<file path="config.mk">
export PLATFORM = sky130hd
export DESIGN_NAME = dit_top
export DESIGN_NICKNAME = d
export VERILOG_FILES = /design/src/hw/dit_pkg.sv /design/src/hw/dit_timer.sv /design/src/hw/dit_top.sv
export SDC_FILE = /design/constraint.sdc
export NUM_CORES = 1
export LEC_CHECK = 0
export BUFFER_PORTS_ARGS = -buffer_cell sky130_fd_sc_hd__buf_4
export CAP_MARGIN = 20
export CORE_MARGIN = 1.5
export CORE_UTILIZATION = 55
export CTS_BUF_LIST = sky130_fd_sc_hd__clkbuf_8
export CTS_CLUSTER_SIZE = 30
export DETAILED_ROUTE_END_ITERATION = 10
export HOLD_SLACK_MARGIN = 0.08
export PLACE_DENSITY = 0.8
export SYNTH_ARGS = -nofsm -noshare
export SYNTH_HDL_FRONTEND = slang
export SYNTH_SLANG_ARGS = --single-unit
</file>
<file path="constraint.sdc">
create_clock -name clk -period 3.3 [get_ports clk]
set_clock_uncertainty 0.1 [all_clocks]
set_input_delay 0.33 -clock clk [delete_from_list [all_inputs] [get_ports clk]]
set_output_delay 0.33 -clock clk [all_outputs]
set_load 0.03 [all_outputs]
</file>
<file path="src/hw/dit_pkg.sv">
package dit_pkg;

    // bus geometry: byte address is four times the register index
    localparam int unsigned DIT_ADDR_W = 18;
    localparam int unsigned DIT_IDX_W  = 16;
    localparam int unsigned DIT_PRE_W  = 6;

    // register indices
    localparam logic [15:0] DIT_CTRL_IDX          = 16'hfe3c;
    localparam logic [15:0] DIT_FIRST_PERIOD_IDX  = 16'hfe3e;
    localparam logic [15:0] DIT_SECOND_PERIOD_IDX = 16'hfe3f;
    localparam logic [15:0] DIT_FIRST_COUNT_IDX   = 16'hfe40;
    localparam logic [15:0] DIT_SECOND_COUNT_IDX  = 16'hfe41;

    // values after reset
    localparam logic [7:0] DIT_CTRL_RST   = 8'h00;
    localparam logic [7:0] DIT_PERIOD_RST = 8'h00;

    // control register field positions
    localparam int unsigned DIT_SECOND_SEL_LSB  = 6;
    localparam int unsigned DIT_FIRST_SEL_LSB   = 4;
    localparam int unsigned DIT_SECOND_FLAG_BIT = 3;
    localparam int unsigned DIT_SECOND_EN_BIT   = 2;
    localparam int unsigned DIT_FIRST_FLAG_BIT  = 1;
    localparam int unsigned DIT_FIRST_EN_BIT    = 0;

    // prescaler masks: tick when the low bits are all ones
    localparam logic [5:0] DIT_MASK_DIV4  = 6'h03;
    localparam logic [5:0] DIT_MASK_DIV16 = 6'h0f;
    localparam logic [5:0] DIT_MASK_DIV64 = 6'h3f;

    localparam logic [1:0] DIT_RESP_OKAY   = 2'h0;
    localparam logic [1:0] DIT_RESP_SLVERR = 2'h2;

    typedef enum logic [1:0] {
        DIT_SEL_STOP  = 2'b00,
        DIT_SEL_DIV4  = 2'b01,
        DIT_SEL_DIV16 = 2'b10,
        DIT_SEL_DIV64 = 2'b11
    } dit_clk_sel_type;

    typedef enum logic [2:0] {
        DIT_REG_NONE   = 3'b000,
        DIT_REG_CTRL   = 3'b001,
        DIT_REG_PER1   = 3'b010,
        DIT_REG_PER2   = 3'b011,
        DIT_REG_CNT1   = 3'b100,
        DIT_REG_CNT2   = 3'b101
    } dit_reg_type;

    function automatic logic [5:0] dit_tick_mask(input dit_clk_sel_type sel);
        case (sel)
            DIT_SEL_DIV4:  dit_tick_mask = DIT_MASK_DIV4;
            DIT_SEL_DIV16: dit_tick_mask = DIT_MASK_DIV16;
            default:       dit_tick_mask = DIT_MASK_DIV64;
        endcase
    endfunction

    function automatic dit_reg_type dit_decode(
        input logic [DIT_ADDR_W-1:0] addr);
        logic [DIT_IDX_W-1:0] idx;
        idx = addr[DIT_ADDR_W-1:2];
        case (idx)
            DIT_CTRL_IDX:          dit_decode = DIT_REG_CTRL;
            DIT_FIRST_PERIOD_IDX:  dit_decode = DIT_REG_PER1;
            DIT_SECOND_PERIOD_IDX: dit_decode = DIT_REG_PER2;
            DIT_FIRST_COUNT_IDX:   dit_decode = DIT_REG_CNT1;
            DIT_SECOND_COUNT_IDX:  dit_decode = DIT_REG_CNT2;
            default:               dit_decode = DIT_REG_NONE;
        endcase
    endfunction

endpackage

</file>
<file path="src/hw/dit_timer.sv">
`timescale 1ns/1ns
module dit_timer #(
    parameter int unsigned COUNT_W = 8
) (
    // clock and synchronised reset
    input  wire logic                           clk,
    input  wire logic                           rst_n,
    // control
    input  wire dit_pkg::dit_clk_sel_type       clk_sel,
    input  wire logic [COUNT_W-1:0]             period,
    input  wire logic                           restart,
    // state
    output logic      [COUNT_W-1:0]             count_q,
    output logic      [dit_pkg::DIT_PRE_W-1:0]  pre_q,
    output logic                                overflow
);
    import dit_pkg::*;

    logic                 running;
    logic                 tick;
    logic [COUNT_W-1:0]   count_d;
    logic [DIT_PRE_W-1:0] pre_d;

    always_comb begin
        running  = (clk_sel != DIT_SEL_STOP);
        tick     = running && !restart &&
                   ((pre_q & dit_tick_mask(clk_sel)) ==
                    dit_tick_mask(clk_sel));
        overflow = tick && (count_q == period);
        if (!running || restart) begin
            pre_d   = '0;
            count_d = '0;
        end else begin
            pre_d   = pre_q + 1'b1;
            if (overflow) begin
                count_d = '0;
            end else if (tick) begin
                count_d = count_q + 1'b1;
            end else begin
                count_d = count_q;
            end
        end
    end

    always_ff @(posedge clk or negedge rst_n) begin
        if (!rst_n) begin
            pre_q   <= '0;
            count_q <= '0;
        end else begin
            pre_q   <= pre_d;
            count_q <= count_d;
        end
    end
endmodule

</file>
<file path="src/hw/dit_top.sv">
`timescale 1ns/1ns
// Summary of operation
// - each timer: 8-bit counter ticked by 6-bit prescaler
// - two timers fully independent of each other
// - select 00 reset, 01/10/11 tick 4/16/64
// - select 00 keeps counter at zero
// - match then next tick wraps, sets flag
// - period registers are 8-bit read/write
// - period write while running restarts prescaler, counter
// - flag set each period, only software clears
// - interrupt when any flag and enable both set
// - control bits: sel2, sel1, flag2, en2, flag1, en1
module dit_top #(
    parameter int unsigned COUNT_W = 8
) (
    // clock and reset
    input  wire logic                           clk,
    input  wire logic                           rst_n,
    // write address channel
    input  wire logic                           s_axi_awvalid,
    output logic                                s_axi_awready,
    input  wire logic [dit_pkg::DIT_ADDR_W-1:0] s_axi_awaddr,
    input  wire logic [2:0]                     s_axi_awprot,
    // write data channel
    input  wire logic                           s_axi_wvalid,
    output logic                                s_axi_wready,
    input  wire logic [31:0]                    s_axi_wdata,
    input  wire logic [3:0]                     s_axi_wstrb,
    // write response channel
    output logic                                s_axi_bvalid,
    input  wire logic                           s_axi_bready,
    output logic      [1:0]                     s_axi_bresp,
    // read address channel
    input  wire logic                           s_axi_arvalid,
    output logic                                s_axi_arready,
    input  wire logic [dit_pkg::DIT_ADDR_W-1:0] s_axi_araddr,
    input  wire logic [2:0]                     s_axi_arprot,
    // read data channel
    output logic                                s_axi_rvalid,
    input  wire logic                           s_axi_rready,
    output logic      [31:0]                    s_axi_rdata,
    output logic      [1:0]                     s_axi_rresp,
    // shared interrupt request
    output logic                                timer_irq
);
    import dit_pkg::*;

    // reset release
    logic rst_meta_q;
    logic rst_sync_q;

    always_ff @(posedge clk or negedge rst_n) begin
        if (!rst_n) begin
            rst_meta_q <= 1'b0;
            rst_sync_q <= 1'b0;
        end else begin
            rst_meta_q <= 1'b1;
            rst_sync_q <= rst_meta_q;
        end
    end

    // bus slave state
    logic                  aw_got_q;
    logic                  aw_got_d;
    logic [DIT_ADDR_W-1:0] awaddr_q;
    logic [DIT_ADDR_W-1:0] awaddr_d;
    logic                  w_got_q;
    logic                  w_got_d;
    logic [7:0]            wbyte_q;
    logic [7:0]            wbyte_d;
    logic                  wlane_q;
    logic                  wlane_d;
    logic                  bvalid_q;
    logic                  bvalid_d;
    logic [1:0]            bresp_q;
    logic [1:0]            bresp_d;
    logic                  rvalid_q;
    logic                  rvalid_d;
    logic [31:0]           rdata_q;
    logic [31:0]           rdata_d;
    logic [1:0]            rresp_q;
    logic [1:0]            rresp_d;

    // register write strobe
    logic                  aw_hs;
    logic                  w_hs;
    logic                  wr_fire;
    logic                  wr_en;
    logic [DIT_ADDR_W-1:0] wr_addr;
    logic [7:0]            wr_byte;
    logic                  wr_lane;
    dit_reg_type           wr_reg;
    dit_reg_type           rd_reg;

    // timer registers
    dit_clk_sel_type       sel_q [2];
    dit_clk_sel_type       sel_d [2];
    logic [1:0]            flag_q;
    logic [1:0]            flag_d;
    logic [1:0]            en_q;
    logic [1:0]            en_d;
    logic [COUNT_W-1:0]    period_q [2];
    logic [COUNT_W-1:0]    period_d [2];
    logic [COUNT_W-1:0]    count [2];
    logic [1:0]            overflow;
    logic [1:0]            restart;
    logic                  ctrl_wr;

    function automatic logic [7:0] ctrl_byte(
        input dit_clk_sel_type s1,
        input dit_clk_sel_type s0,
        input logic [1:0]      fl,
        input logic [1:0]      en);
        ctrl_byte = '0;
        ctrl_byte[DIT_SECOND_SEL_LSB +: 2] = s1;
        ctrl_byte[DIT_FIRST_SEL_LSB +: 2]  = s0;
        ctrl_byte[DIT_SECOND_FLAG_BIT]     = fl[1];
        ctrl_byte[DIT_SECOND_EN_BIT]       = en[1];
        ctrl_byte[DIT_FIRST_FLAG_BIT]      = fl[0];
        ctrl_byte[DIT_FIRST_EN_BIT]        = en[0];
    endfunction

    // bus handshakes
    always_comb begin
        s_axi_awready = !aw_got_q && !bvalid_q;
        s_axi_wready  = !w_got_q && !bvalid_q;
        s_axi_arready = !rvalid_q;
        aw_hs   = s_axi_awvalid && s_axi_awready;
        w_hs    = s_axi_wvalid && s_axi_wready;
        wr_addr = aw_got_q ? awaddr_q : s_axi_awaddr;
        wr_byte = w_got_q ? wbyte_q : s_axi_wdata[7:0];
        wr_lane = w_got_q ? wlane_q : s_axi_wstrb[0];
        wr_fire = (aw_got_q || aw_hs) && (w_got_q || w_hs) && !bvalid_q;
        wr_reg  = dit_decode(wr_addr);
        wr_en   = wr_fire && wr_lane;
        rd_reg  = dit_decode(s_axi_araddr);
    end

    always_comb begin
        aw_got_d = aw_got_q;
        awaddr_d = awaddr_q;
        w_got_d  = w_got_q;
        wbyte_d  = wbyte_q;
        wlane_d  = wlane_q;
        bvalid_d = bvalid_q;
        bresp_d  = bresp_q;
        if (aw_hs) begin
            aw_got_d = 1'b1;
            awaddr_d = s_axi_awaddr;
        end
        if (w_hs) begin
            w_got_d = 1'b1;
            wbyte_d = s_axi_wdata[7:0];
            wlane_d = s_axi_wstrb[0];
        end
        if (wr_fire) begin
            aw_got_d = 1'b0;
            w_got_d  = 1'b0;
            bvalid_d = 1'b1;
            bresp_d  = (wr_reg == DIT_REG_NONE) ? DIT_RESP_SLVERR
                                                : DIT_RESP_OKAY;
        end else if (bvalid_q && s_axi_bready) begin
            bvalid_d = 1'b0;
        end
    end

    // read path
    always_comb begin
        rvalid_d = rvalid_q;
        rdata_d  = rdata_q;
        rresp_d  = rresp_q;
        if (s_axi_arvalid && s_axi_arready) begin
            rvalid_d = 1'b1;
            rresp_d  = DIT_RESP_OKAY;
            case (rd_reg)
                DIT_REG_CTRL: rdata_d = {24'h0,
                    ctrl_byte(sel_q[1], sel_q[0], flag_q, en_q)};
                DIT_REG_PER1: rdata_d = 32'(period_q[0]);
                DIT_REG_PER2: rdata_d = 32'(period_q[1]);
                DIT_REG_CNT1: rdata_d = 32'(count[0]);
                DIT_REG_CNT2: rdata_d = 32'(count[1]);
                default: begin
                    rdata_d = 32'h0;
                    rresp_d = DIT_RESP_SLVERR;
                end
            endcase
        end else if (rvalid_q && s_axi_rready) begin
            rvalid_d = 1'b0;
        end
    end

    always_ff @(posedge clk or negedge rst_sync_q) begin
        if (!rst_sync_q) begin
            aw_got_q <= 1'b0;
            awaddr_q <= '0;
            w_got_q  <= 1'b0;
            wbyte_q  <= 8'h00;
            wlane_q  <= 1'b0;
            bvalid_q <= 1'b0;
            bresp_q  <= DIT_RESP_OKAY;
            rvalid_q <= 1'b0;
            rdata_q  <= 32'h0;
            rresp_q  <= DIT_RESP_OKAY;
        end else begin
            aw_got_q <= aw_got_d;
            awaddr_q <= awaddr_d;
            w_got_q  <= w_got_d;
            wbyte_q  <= wbyte_d;
            wlane_q  <= wlane_d;
            bvalid_q <= bvalid_d;
            bresp_q  <= bresp_d;
            rvalid_q <= rvalid_d;
            rdata_q  <= rdata_d;
            rresp_q  <= rresp_d;
        end
    end

    // timer control registers
    always_comb begin
        ctrl_wr     = wr_en && (wr_reg == DIT_REG_CTRL);
        sel_d       = sel_q;
        en_d        = en_q;
        period_d    = period_q;
        restart[0]  = wr_en && (wr_reg == DIT_REG_PER1);
        restart[1]  = wr_en && (wr_reg == DIT_REG_PER2);
        if (ctrl_wr) begin
            sel_d[1] = dit_clk_sel_type'(wr_byte[DIT_SECOND_SEL_LSB +: 2]);
            sel_d[0] = dit_clk_sel_type'(wr_byte[DIT_FIRST_SEL_LSB +: 2]);
            en_d[1]  = wr_byte[DIT_SECOND_EN_BIT];
            en_d[0]  = wr_byte[DIT_FIRST_EN_BIT];
        end
        if (restart[0]) begin
            period_d[0] = wr_byte[COUNT_W-1:0];
        end
        if (restart[1]) begin
            period_d[1] = wr_byte[COUNT_W-1:0];
        end
        // overflow set wins over a clearing write
        flag_d[0] = overflow[0] ||
            (ctrl_wr ? wr_byte[DIT_FIRST_FLAG_BIT] : flag_q[0]);
        flag_d[1] = overflow[1] ||
            (ctrl_wr ? wr_byte[DIT_SECOND_FLAG_BIT] : flag_q[1]);
        timer_irq = |(flag_q & en_q);
    end

    always_ff @(posedge clk or negedge rst_sync_q) begin
        if (!rst_sync_q) begin
            sel_q[1]    <= dit_clk_sel_type'(
                DIT_CTRL_RST[DIT_SECOND_SEL_LSB +: 2]);
            sel_q[0]    <= dit_clk_sel_type'(
                DIT_CTRL_RST[DIT_FIRST_SEL_LSB +: 2]);
            flag_q      <= {DIT_CTRL_RST[DIT_SECOND_FLAG_BIT],
                            DIT_CTRL_RST[DIT_FIRST_FLAG_BIT]};
            en_q        <= {DIT_CTRL_RST[DIT_SECOND_EN_BIT],
                            DIT_CTRL_RST[DIT_FIRST_EN_BIT]};
            period_q[0] <= DIT_PERIOD_RST[COUNT_W-1:0];
            period_q[1] <= DIT_PERIOD_RST[COUNT_W-1:0];
        end else begin
            sel_q    <= sel_d;
            flag_q   <= flag_d;
            en_q     <= en_d;
            period_q <= period_d;
        end
    end

    // one counter pair per timer, nothing shared
    for (genvar i = 0; i < 2; i++) begin : g_timer
        dit_timer #(
            .COUNT_W (COUNT_W)
        ) u_timer (
            .clk      (clk),
            .rst_n    (rst_sync_q),
            .clk_sel  (sel_q[i]),
            .period   (period_q[i]),
            .restart  (restart[i]),
            .count_q  (count[i]),
            .pre_q    (),
            .overflow (overflow[i])
        );
    end

    assign s_axi_bvalid = bvalid_q;
    assign s_axi_bresp  = bresp_q;
    assign s_axi_rvalid = rvalid_q;
    assign s_axi_rdata  = rdata_q;
    assign s_axi_rresp  = rresp_q;
endmodule

</file>
==> out/results.txt, run 1 <==
status - complete, but fails checks
failing checks - DRC
io pins - 127
GRT Resource Usage Total - 23.8%
EDFF count, synth - 0
DR WL met3 - 471 um
worst setup path class - reg2reg
Setup TNS - 0 ns
metal1 wirelength - 4.94 mm
max-cap violations - 0
Root Buffer - clkbuf_8
worst-path fanout max - 11
CTS tree - built
ANT nets after route - 0
Tmin final - 2.63 ns
Ys Warns - 0
Die ar. - 0.00972 mm^2
DRC Markers - 9
IO Port Bufs - 63
setup repair bufs after CTS - 0
Worst Max-Slew Pin Slew - 0.767 ns
post-synthesis cell type count - 47
Mapped Area - 0.00502 mm^2
slowest cell on the critical path - dfrtp_1
GPL Wtd Cong - 0.848
Power Total - 3.05 mW
RSZ-0062 raised after global routing - no
Critical Path Start Type - flip-flop
worst skew pair latency - 0.37 ns
final setup fails - 0
initial antenna violation count - 0
H-tree levels - 3
sequential fraction of the synthesis area - 46.3%
Core ar. - 0.00881 mm^2
peak supply drop - 335 uV
worst stage delay on the critical path - 0.62 ns
Max Fclk - 0.381 GHz
Die Ht - 98.6 um
TritonCTS Buffers - 9
Starting Density - 57.1%
Synth Flop Type - dfrtp_1
PD cells - 527 mW/mm^2
Final HPWL DP - 7.93 mm
hold_ws - 0.0941 ns
Area growth syn-to-layout - 15.4%
fin. max-slew vios - 0
clk sinks - 93
post-synthesis register bit count - 93
largest net degree at the start of global routing - 49
GR Overflow Total - 0
delay-heaviest family, CP - simple AND/OR/NAND/NOR gates
number of placement rows - 34
first-pass GRT wire length - 18.4 mm
hold crit path type - in2reg
vias in the first global route - 3,752
Data required, critical path - 3.47 ns
synthesized instance count - 466
fin crit share - 79.6%
via count - 3,802
CP Cell Sequence - nand2b_1, nor3_1, o221ai_4, nor3_4, mux2_2
Pre-antenna DRT Iters - 10
# nets final - 635
fraction of layout cells with a size suffix above 1 - 29.1%
endpoints failing hold - 0
# fillers - 686
uppermost routed layer - met4
Critical Path End Type - flip-flop
routed wire length - 11.0 mm
Slew HR - 48.8%
die width - 98.6 um
Critical path buffers and inverters - 0
via density per instance - 5.80
Leak - 2.77 nW
Worst-path clk slew - 0.11 ns
syn avg cell area - 10.8 um^2
ys async rst share - 100%
mean routed wirelength per cell - 16.7 um
Inserted Diodes - 0
drt initial violations - 251
worst path arrival time - 2.79 ns
clk buf depth - 2
WL met2 - 5.44 mm
-- synth_stat cells, drive strengths merged, types with 6 or more instances --
| library cell | count | share of area (%) |
|---|---|---|
| nor2 | 33 | 2.5 |
| nor4 | 9 | 1.1 |
| and3 | 7 | 0.87 |
| nor3 | 11 | 2.0 |
| a21oi | 28 | 2.8 |
| o21ai | 29 | 2.9 |
| dfrtp | 93 | 46 |
| nand3 | 14 | 1.4 |
| ha | 8 | 2.0 |
| a22oi | 13 | 1.9 |
| mux2i | 7 | 1.4 |
| inv | 11 | 0.82 |
| nand4 | 6 | 0.75 |
| nand2 | 18 | 1.3 |
| xor2 | 20 | 3.5 |
| buf | 33 | 4.5 |
| mux2 | 67 | 15 |
| nand3b | 11 | 1.6 |
-- metrics by stage --
stage | util (%) | setup slack, ns | instance area, um^2 | cells
detailed placement | 63.0 | 0.711 | 5550 | 633
global route | 65.9 | 0.447 | 5800 | 655
global placement | 63.0 | 0.781 | 5550 | 633
CTS | 65.5 | 0.680 | 5770 | 652
floorplan | - | 0.418 | 5120 | 491
finish | 65.9 | 0.674 | 5800 | 655
-- routing by layer --
metal	GRT usage [%]	up-vias
met1	32.2	1904
met4	5.82	0
met3	4.11	12
met2	40.2	107
met5	0	-
li1	-	1779
-- kinds of logic (layout without fill, tap and decap cells) --
| logic type | after synthesis | in the layout | synth area share, % |
|---|---|---|---|
| fa+ha+maj | 8 | 8 | 1.99 |
| compound gates | 92 | 92 | 11.5 |
| simple gates | 125 | 125 | 13.9 |
| flops | 93 | 93 | 46.3 |
| buf+inv | 48 | 104 | 5.63 |
| xor+xnor | 24 | 24 | 4.18 |
| other cells | 2 | 27 | 0.149 |
| mux | 74 | 74 | 16.4 |
-- flip-flops by register name, indices dropped and copies added, names as in the netlist --
name,flops
s_axi_bresp,1
en_q,2
awaddr_q,16
rst_meta_q,1
rst_sync_q,1
s_axi_rvalid,1
s_axi_rresp,1
s_axi_rdata,8
w_got_q,1
wlane_q,1
g_timer.u_timer.pre_q,12
period_q,16
s_axi_bvalid,1
g_timer.u_timer.count_q,16
sel_q,4
aw_got_q,1
wbyte_q,8
flag_q,2
-- power breakdown --
group | internal (mW) | switching [mW] | total [mW] | leakage, nW
Combinational | 0.381 | 0.391 | 0.772 | 1.50
Sequential | 1.34 | 0.181 | 1.52 | 1.17
Clock | 0.311 | 0.448 | 0.759 | 0.101
-- worst register-to-register path: stages (launching register included) --
cell      delay, ns
dfrtp_1        0.62
nand2b_1       0.13
nor3_1         0.46
o221ai_4       0.31
nor3_4         0.50
mux2_2         0.40
-- cell type report --
| cell class | instances | area, um^2 | area share, % |
|---|---|---|---|
| clock buffer | 10 | 138 | 2.37 |
| sequential | 93 | 2330 | 40.2 |
| clock inverter | 6 | 53.8 | 0.928 |
| timing repair buffer | 77 | 593 | 10.2 |
| inverter | 11 | 41.3 | 0.712 |
| tap | 108 | 135 | 2.33 |
| multi-input combinational | 350 | 2510 | 43.2 |
-- path summary, 6_finish.rpt --
path	startpoint	endpoint	slack, ns	cells past startpoint
worst min register to register	rst_sync_q	s_axi_bvalid	0.26	0
worst max-delay path	aw_got_q	period_q[14]	0.67	5
min in group asynchronous	rst_n	rst_sync_q	0.17	2
max in group asynchronous	rst_sync_q	flag_q[1]	2.08	1
worst min-delay path	s_axi_wdata[0]	wbyte_q[0]	0.09	2
worst max register to register	aw_got_q	period_q[14]	0.67	5
-- timing repair --
action	in CTS	in global routing
gates resized for setup	0	0
hold buffers	3	3
endpoints found under the hold margin	4	3
endpoints found under the setup margin	0	0
-- layout by cell type, fill, tap and decap left out, types with 3 or more instances in the layout --
cell type	Yosys	routed
buf_4	26	71
clkbuf_8	0	10
dfrtp_1	93	92
dlygate4sd3_1	0	6
a22oi_1	13	13
nor4_1	9	9
xor2_1	20	20
nand4_1	6	6
mux2i_1	7	7
nand2_1	18	18
a21oi_1	28	28
o21ai_0	27	27
nor3_1	6	6
ha_1	8	8
and3_1	7	7
nor2_1	33	33
mux2_2	64	64
conb_1	2	27
nand3_1	14	14
nor3_4	3	3
o21a_1	3	3
inv_1	11	11
xnor2_1	4	4
nand3b_1	11	11
mux2_1	3	3
a21o_1	4	4
and2_1	4	4
nor2b_1	4	4
Note: power is estimated with default switching activity, not from simulation.
==> run 2, diff against run 1 <==
Settings changed: ABC_AREA set to 1, CORE_UTILIZATION 55 to 51, PLACE_DENSITY 0.8 to 0.77.
Clock period 3.3 ns to 2.4 ns, I/O delays scaled along.
==> run 2 against run 1 <==
Against the previous run:
- the run now ends clean
- die area up 15%
- maximum frequency increased by 24%
- sequential cell count unchanged
- combinational power rose by 65%
- wire length grew 6.1%
- synthesized area up 7.0%
- register-to-register slack got worse by 0.39 ns
- via count is 22% higher
- first-iteration DRC count rose by 3.2%
==> out/results.txt, run 2 <==
worst slack, placed - 0.304 ns (-0.407 ns)
Critical path buffers and inverters - 2 (+2)
hold crit path type - in2reg
GPL Wtd Cong - 0.882 (+4.0%)
final setup fails - 0 (unchanged)
fin crit share - 88.1% (+8.6 points)
Starting Density - 52.3% (-4.7 points)
Sequential Area - 0.00233 mm^2 (unchanged)
Leak - 3.23 nW (+16%)
drt initial violations - 259 (+3.2%)
Setup TNS - 0 ns (unchanged)
RSZ-0062 raised after global routing - no
footprint of the multi-input gates - 0.00257 mm^2 (+2.4%)
H-tree levels - 3 (unchanged)
syn avg cell area - 7.96 um^2 (-26%)
Core ar. - 0.0103 mm^2 (+17%)
Data required, critical path - 2.54 ns (-0.93 ns)
Die ar. - 0.0112 mm^2 (+15%)
Synth top area share - 43.3% (-3.0 points)
GR Overflow Total - 0 (unchanged)
synthesized instance count - 676 (+45%)
setup repair bufs after CTS - 0 (unchanged)
Mapped Area - 0.00538 mm^2 (+7.0%)
max-cap violations - 0 (unchanged)
# nets final - 859 (+35%)
largest net degree at the start of global routing - 48 (-2.0%)
CTS tree - built
via density per instance - 5.11 (-12%)
Ys Warns - 0 (unchanged)
post-CTS resize count - 0 (unchanged)
vias in the first global route - 4,457 (+19%)
Regs by FF count - awaddr_q: 16 flops, g_timer.u_timer.count_q: 16 flops, period_q: 16 flops
sequential fraction of the synthesis area - 43.3% (-3.0 points)
fraction of layout cells with a size suffix above 1 - 17.8% (-11 points)
Worst Max-Slew Pin Slew - 0.739 ns (-0.0278 ns)
Finished Layout Cells - 907 (+38%)
EDFF count, synth - 0 (unchanged)
Die Ht - 106 um (+7.2%)
IO Port Bufs - 63 (unchanged)
# fillers - 891 (+30%)
fin. max-slew vios - 0 (unchanged)
TritonCTS Buffers - 9 (unchanged)
worst stage delay on the critical path - 0.55 ns (-0.07 ns)
GRT Resource Usage Total - 22.4% (-1.4 points)
Synth top cells by count - 176 x nand2_1, 93 x dfrtp_1, 65 x inv_1, 54 x nand3_1, 46 x nor2_1
Root Buffer - clkbuf_8
clk buf depth - 2 (unchanged)
most frequent cells in the layout - 176 x nand2_1, 92 x dfrtp_1, 70 x buf_4
first-pass GRT wire length - 20.0 mm (+8.5%)
worst skew pair latency - 0.37 ns (about the same)
CP Cell Sequence - inv_2, nand2_1, nand2_1, nand2_2, nor2_8, nand4_4, buf_4, nand2_1, o21ai_1
peak supply drop - 909 uV (+170%)
Final Core Density - 61.7% (-4.2 points)
synth top area cells - dfrtp_1 43%, nand2_1 12%, nand3_1 5.0%
Synth Flop Type - dfrtp_1
die width - 106 um (+7.2%)
ys async rst share - 100% (unchanged)
count leader, synth - nand2_1
commonest non-fill, non-tap cell in the layout - nand2_1
Slew HR - 50.6% (+1.8 points)
Critical Path Start Type - flip-flop
clk sinks - 93 (unchanged)
Area growth syn-to-layout - 17.8%
Pre-antenna DRT Iters - 5 (-5)
ANT nets after route - 0 (unchanged)
Inserted Diodes - 0 (unchanged)
PD cells - 671 mW/mm^2 (+27%)
post-synthesis register bit count - 93 (unchanged)
Cells after DPL - 861 (+36%)
initial antenna violation count - 0 (unchanged)
number of placement rows - 37 (+8.8%)
worst setup path class - reg2reg
slowest cell on the critical path - dfrtp_1
Tmin final - 2.12 ns (-0.511 ns)
mean routed wirelength per cell - 12.8 um (-23%)
post-synthesis cell type count - 40 (-15%)
Max Fclk - 0.473 GHz (+24%)
worst path arrival time - 2.26 ns (-0.53 ns)
CP dominant cell by count - nand2_1
via count - 4,633 (+22%)
endpoints failing hold - 0 (unchanged)
routed wire length - 11.6 mm (+6.1%)
DRC Markers - 0 (-9)
Critical Path End Type - flip-flop
worst-path fanout max - 14 (+3)
delay-heaviest family, CP - simple AND/OR/NAND/NOR gates
status - finished clean
setup ws final - 0.285 ns (-0.389 ns)
Final HPWL DP - 8.39 mm (+5.8%)
dominant cell type by area after synthesis - dfrtp_1
Worst-path clk slew - 0.08 ns (-0.03 ns)
io pins - 127 (unchanged)
[run 2: cell count changes after synthesis, sizes merged, moves of 23 or more]
cell,change
o21ai,+46
nand3,+43
mux2,-55
nand2,+172
a21oi,-23
inv,+57
[run 2: metrics by stage]
stage               hold slack (ns)  cell area (um^2)  total power [mW]
floorplan                    -0.156              5470              3.01
global placement            -0.0777              5860              3.23
detailed placement          -0.0761              5860              3.28
CTS                           0.219              6340              4.28
global route                  0.285              6340              4.53
finish                        0.217              6340              4.25
[run 2: cells by family (layout without fill, tap and decap cells)]
| family | Yosys count | after routing | share of synthesized area (%) |
|---|---|---|---|
| compound gates | 86 | 86 | 8.75 |
| xor+xnor | 17 | 17 | 2.77 |
| fa+ha+maj | 8 | 8 | 1.86 |
| buf+inv | 116 | 186 | 10.7 |
| flops | 93 | 93 | 43.3 |
| mux | 12 | 12 | 2.51 |
| other cells | 2 | 27 | 0.140 |
| simple gates | 342 | 342 | 30.0 |
[run 2: layout make-up]
class / count / share of cell area, %
multi-input cells: 492 / 40.5
flip-flops and latches: 93 / 36.8
repair buffers: 100 / 13.0
inverters: 70 / 4.18
well taps: 136 / 2.68
clock buffers: 11 / 2.39
clock inverters: 5 / 0.415
[run 2: worst register-to-register path: stages, from the launching register on]
cell and delay [ns]:
dfrtp_1 0.55, inv_2 0.25, nand2_1 0.09, nand2_1 0.08, nand2_2 0.09, nor2_8 0.18
nand4_4 0.26, buf_4 0.28, nand2_1 0.06, o21ai_1 0.06
[run 2: routing by layer]
metal  GRT usage, %  part of all wire (%)  wire length [um]
met4           8.78                   1.7               197
met3           4.95                   5.8               673
met5              0                     0                 0
met1           28.2                    44              5150
met2           37.3                    48              5620
[run 2: where the power goes]
group | internal, mW | leakage [nW] | switching [mW] | total [mW]
Clock | 0.424 | 0.0963 | 0.539 | 0.963
Combinational | 0.480 | 1.91 | 0.791 | 1.27
Sequential | 1.82 | 1.22 | 0.202 | 2.02
Total | 2.72 | 3.23 | 1.53 | 4.25
[run 2: repair_timing]
| item | 4_1_cts | 5_1_grt |
|---|---|---|
| hold buffers | 30 | 0 |
| setup endpoints to repair | 0 | 0 |
| endpoints found under the hold margin | 30 | 0 |
[run 2: path summary, 6_finish.rpt]
check / slack, ns / to / startpoint / depth (start not counted)
worst max-delay path: 0.28 / period_q[11] / aw_got_q / 9
worst min-delay path: 0.22 / s_axi_bvalid / s_axi_wvalid / 5
worst max register to register: 0.28 / period_q[11] / aw_got_q / 9
worst min register to register: 0.24 / g_timer[0].u_timer.pre_q[1] / rst_sync_q / 0
max in group asynchronous: 1.29 / period_q[10] / rst_sync_q / 1
min in group asynchronous: 0.24 / g_timer[0].u_timer.pre_q[1] / rst_sync_q / 0
==> run 3, diff against run 2 <==
Settings changed: REMOVE_ABC_BUFFERS set to 1.
==> run 3 against run 2 <==
Against the previous run:
- sequential power about the same
- cell count decreased by 0.33%
- largest power group unchanged
- critical path type unchanged
- register-to-register slack about the same
- critical endpoint is now period_q[4]
- highest routed layer unchanged
- critical path depth decreased by 1
- die area unchanged
- via count increased by 1.6%
- global-route usage increased by 0.65 points
- wire length increased by 5.2%
- sequential share of layout area decreased by 0.14 points
- power increased by 6.1%
- clock-buffer cell count decreased by 2
- utilization increased by 0.24 points
==> out/results.txt, run 3 (same netlist as run 2, synthesis figures left out) <==
die width - 106 um (unchanged)
Pre-antenna DRT Iters - 4 (-1)
Power Total - 4.51 mW (+6.1%)
GPL Wtd Cong - 0.878 (-0.45%)
DRC Markers - 0 (unchanged)
delay-heaviest family, CP - simple AND/OR/NAND/NOR gates
fraction of layout cells with a size suffix above 1 - 18.1% (+0.33 points)
most frequent cells in the layout - 176 x nand2_1, 92 x dfrtp_1, 70 x buf_4
ANT nets after route - 0 (unchanged)
routed wire length - 12.2 mm (+5.2%)
worst stage delay on the critical path - 0.58 ns (+0.03 ns)
clk buf depth - 2 (unchanged)
register share of total power - 44.2% (-3.3 points)
fin crit share - 87.7% (-0.43 points)
Sw Pwr - 1.60 mW (+4.3%)
via count - 4,707 (+1.6%)
Die Ht - 106 um (unchanged)
Final HPWL DP - 8.82 mm (+5.0%)
Die ar. - 0.0112 mm^2 (unchanged)
clock power share - 26.0% (+3.3 points)
post-CTS resize count - 0 (unchanged)
Worst-path clk slew - 0.10 ns (+0.02 ns)
worst slack, placed - 0.321 ns (+0.0171 ns)
commonest non-fill, non-tap cell in the layout - nand2_1
fin. max-slew vios - 0 (unchanged)
clk sinks - 93 (unchanged)
Max Fclk - 0.475 GHz (+0.49%)
initial antenna violation count - 0 (unchanged)
Inserted Diodes - 0 (unchanged)
footprint of the multi-input gates - 0.00257 mm^2 (unchanged)
number of placement rows - 37 (unchanged)
Core ar. - 0.0103 mm^2 (unchanged)
via density per instance - 5.21 (+1.9%)
Starting Density - 52.3% (unchanged)
H-tree levels - 3 (unchanged)
peak supply drop - 801 uV (-12%)
final setup fails - 0 (unchanged)
combinational share of power - 29.8% (about the same)
drt initial violations - 313 (+21%)
PD cells - 709 mW/mm^2 (+5.7%)
slowest cell on the critical path - dfrtp_1
vias in the first global route - 4,535 (+1.8%)
setup ws final - 0.295 ns (+0.0103 ns)
Cells after DPL - 862 (+0.12%)
CTS tree - built
CP Cell Sequence - inv_2, nor2_1, nand3_1, nand2_4, nand4_4, buf_4, nand2_1, o21ai_1
worst setup path class - reg2reg
Slew HR - 53.0% (+2.4 points)
worst skew pair latency - 0.37 ns (about the same)
first-pass GRT wire length - 20.6 mm (+3.3%)
hold crit path type - in2reg
# fillers - 891 (unchanged)
worst path arrival time - 2.25 ns (about the same)
Critical Path Start Type - flip-flop
Sequential Area - 0.00233 mm^2 (unchanged)
GR Overflow Total - 0 (unchanged)
Sw Ratio - 35.4% (-0.61 points)
max-cap violations - 0 (unchanged)
io pins - 127 (unchanged)
Finished Layout Cells - 904 (-0.33%)
worst-path fanout max - 16 (+2)
endpoints failing hold - 0 (unchanged)
Critical Path End Type - flip-flop
largest net degree at the start of global routing - 67 (+40%)
TritonCTS Buffers - 9 (unchanged)
mean routed wirelength per cell - 13.5 um (+5.5%)
Tmin final - 2.11 ns (-0.0103 ns)
RSZ-0062 raised after global routing - no
Worst Max-Slew Pin Slew - 0.704 ns (-0.0354 ns)
# nets final - 856 (-0.35%)
Area growth syn-to-layout - 18.3%
Critical path buffers and inverters - 2 (unchanged)
status - finished clean
GRT Resource Usage Total - 23.0% (+0.65 points)
IO Port Bufs - 63 (unchanged)
Internal - 2.91 mW (+7.1%)
Regs by FF count - awaddr_q: 16 flops, g_timer.u_timer.count_q: 16 flops, period_q: 16 flops
Leak - 3.24 nW (+0.36%)
hold_ws - 0.0820 ns (-0.135 ns)
Data required, critical path - 2.55 ns (about the same)
Root Buffer - clkbuf_8
[run 3: area by class of cell]
type	count	share of cell area [%]
Multi-Input combinational cell	492	40.4
Sequential cell	93	36.6
Timing Repair Buffer	97	12.7
Inverter	70	4.17
Tap cell	136	2.67
Clock buffer	9	1.95
Clock inverter	7	1.55
[run 3: final timing paths]
path / start / to / slack, ns / depth (start not counted)
setup / recovery: aw_got_q / period_q[4] / 0.29 / 8
hold reg to reg: rst_sync_q / awaddr_q[12] / 0.14 / 0
hold / removal: s_axi_wdata[6] / wbyte_q[6] / 0.08 / 3
max in group asynchronous: rst_sync_q / period_q[15] / 1.40 / 1
min in group asynchronous: rst_sync_q / awaddr_q[12] / 0.14 / 0
setup reg to reg: aw_got_q / period_q[4] / 0.29 / 8
[run 3: metrics by stage]
stage | TNS, ns | util, % | instance area (um^2)
after global placement | 0 | 57.2 | 5880
after global routing | 0 | 61.9 | 6360
final | 0 | 61.9 | 6360
after CTS | 0 | 61.9 | 6360
after floorplan | -50.76 | - | 5160
after detailed placement | 0 | 57.2 | 5880
[run 3: repair_timing]
| action | in CTS | in global routing |
|---|---|---|
| buffers inserted | 0 | 0 |
| hold buffers | 26 | 0 |
| hold endpoints to repair | 26 | 0 |
[run 3: worst min-delay path, stage by stage]
cell and delay, ns:
buf_4 0.11, inv_1 0.07, o21ai_0 0.09
[run 3: metal layers]
metal / wire length, um / track usage, % / vias to the layer above
li1: - / - / 2307
met2: 6160 / 40.6 / 180
met5: 0 / 0 / -
met3: 656 / 4.51 / 30
met4: 296 / 7.24 / 0
met1: 5130 / 28.3 / 2190
[run 3: power groups by stage]
stage          Clock (mW)  Combinational [mW]  Sequential, mW
2_1_floorplan           0               0.871            2.05
3_3_place_gp            0                1.27            1.99
3_5_place_dp            0                1.31            2.02
4_1_cts              1.19                1.35            1.99
5_1_grt              1.28                1.50            2.03
6_report             1.17                1.35            1.99
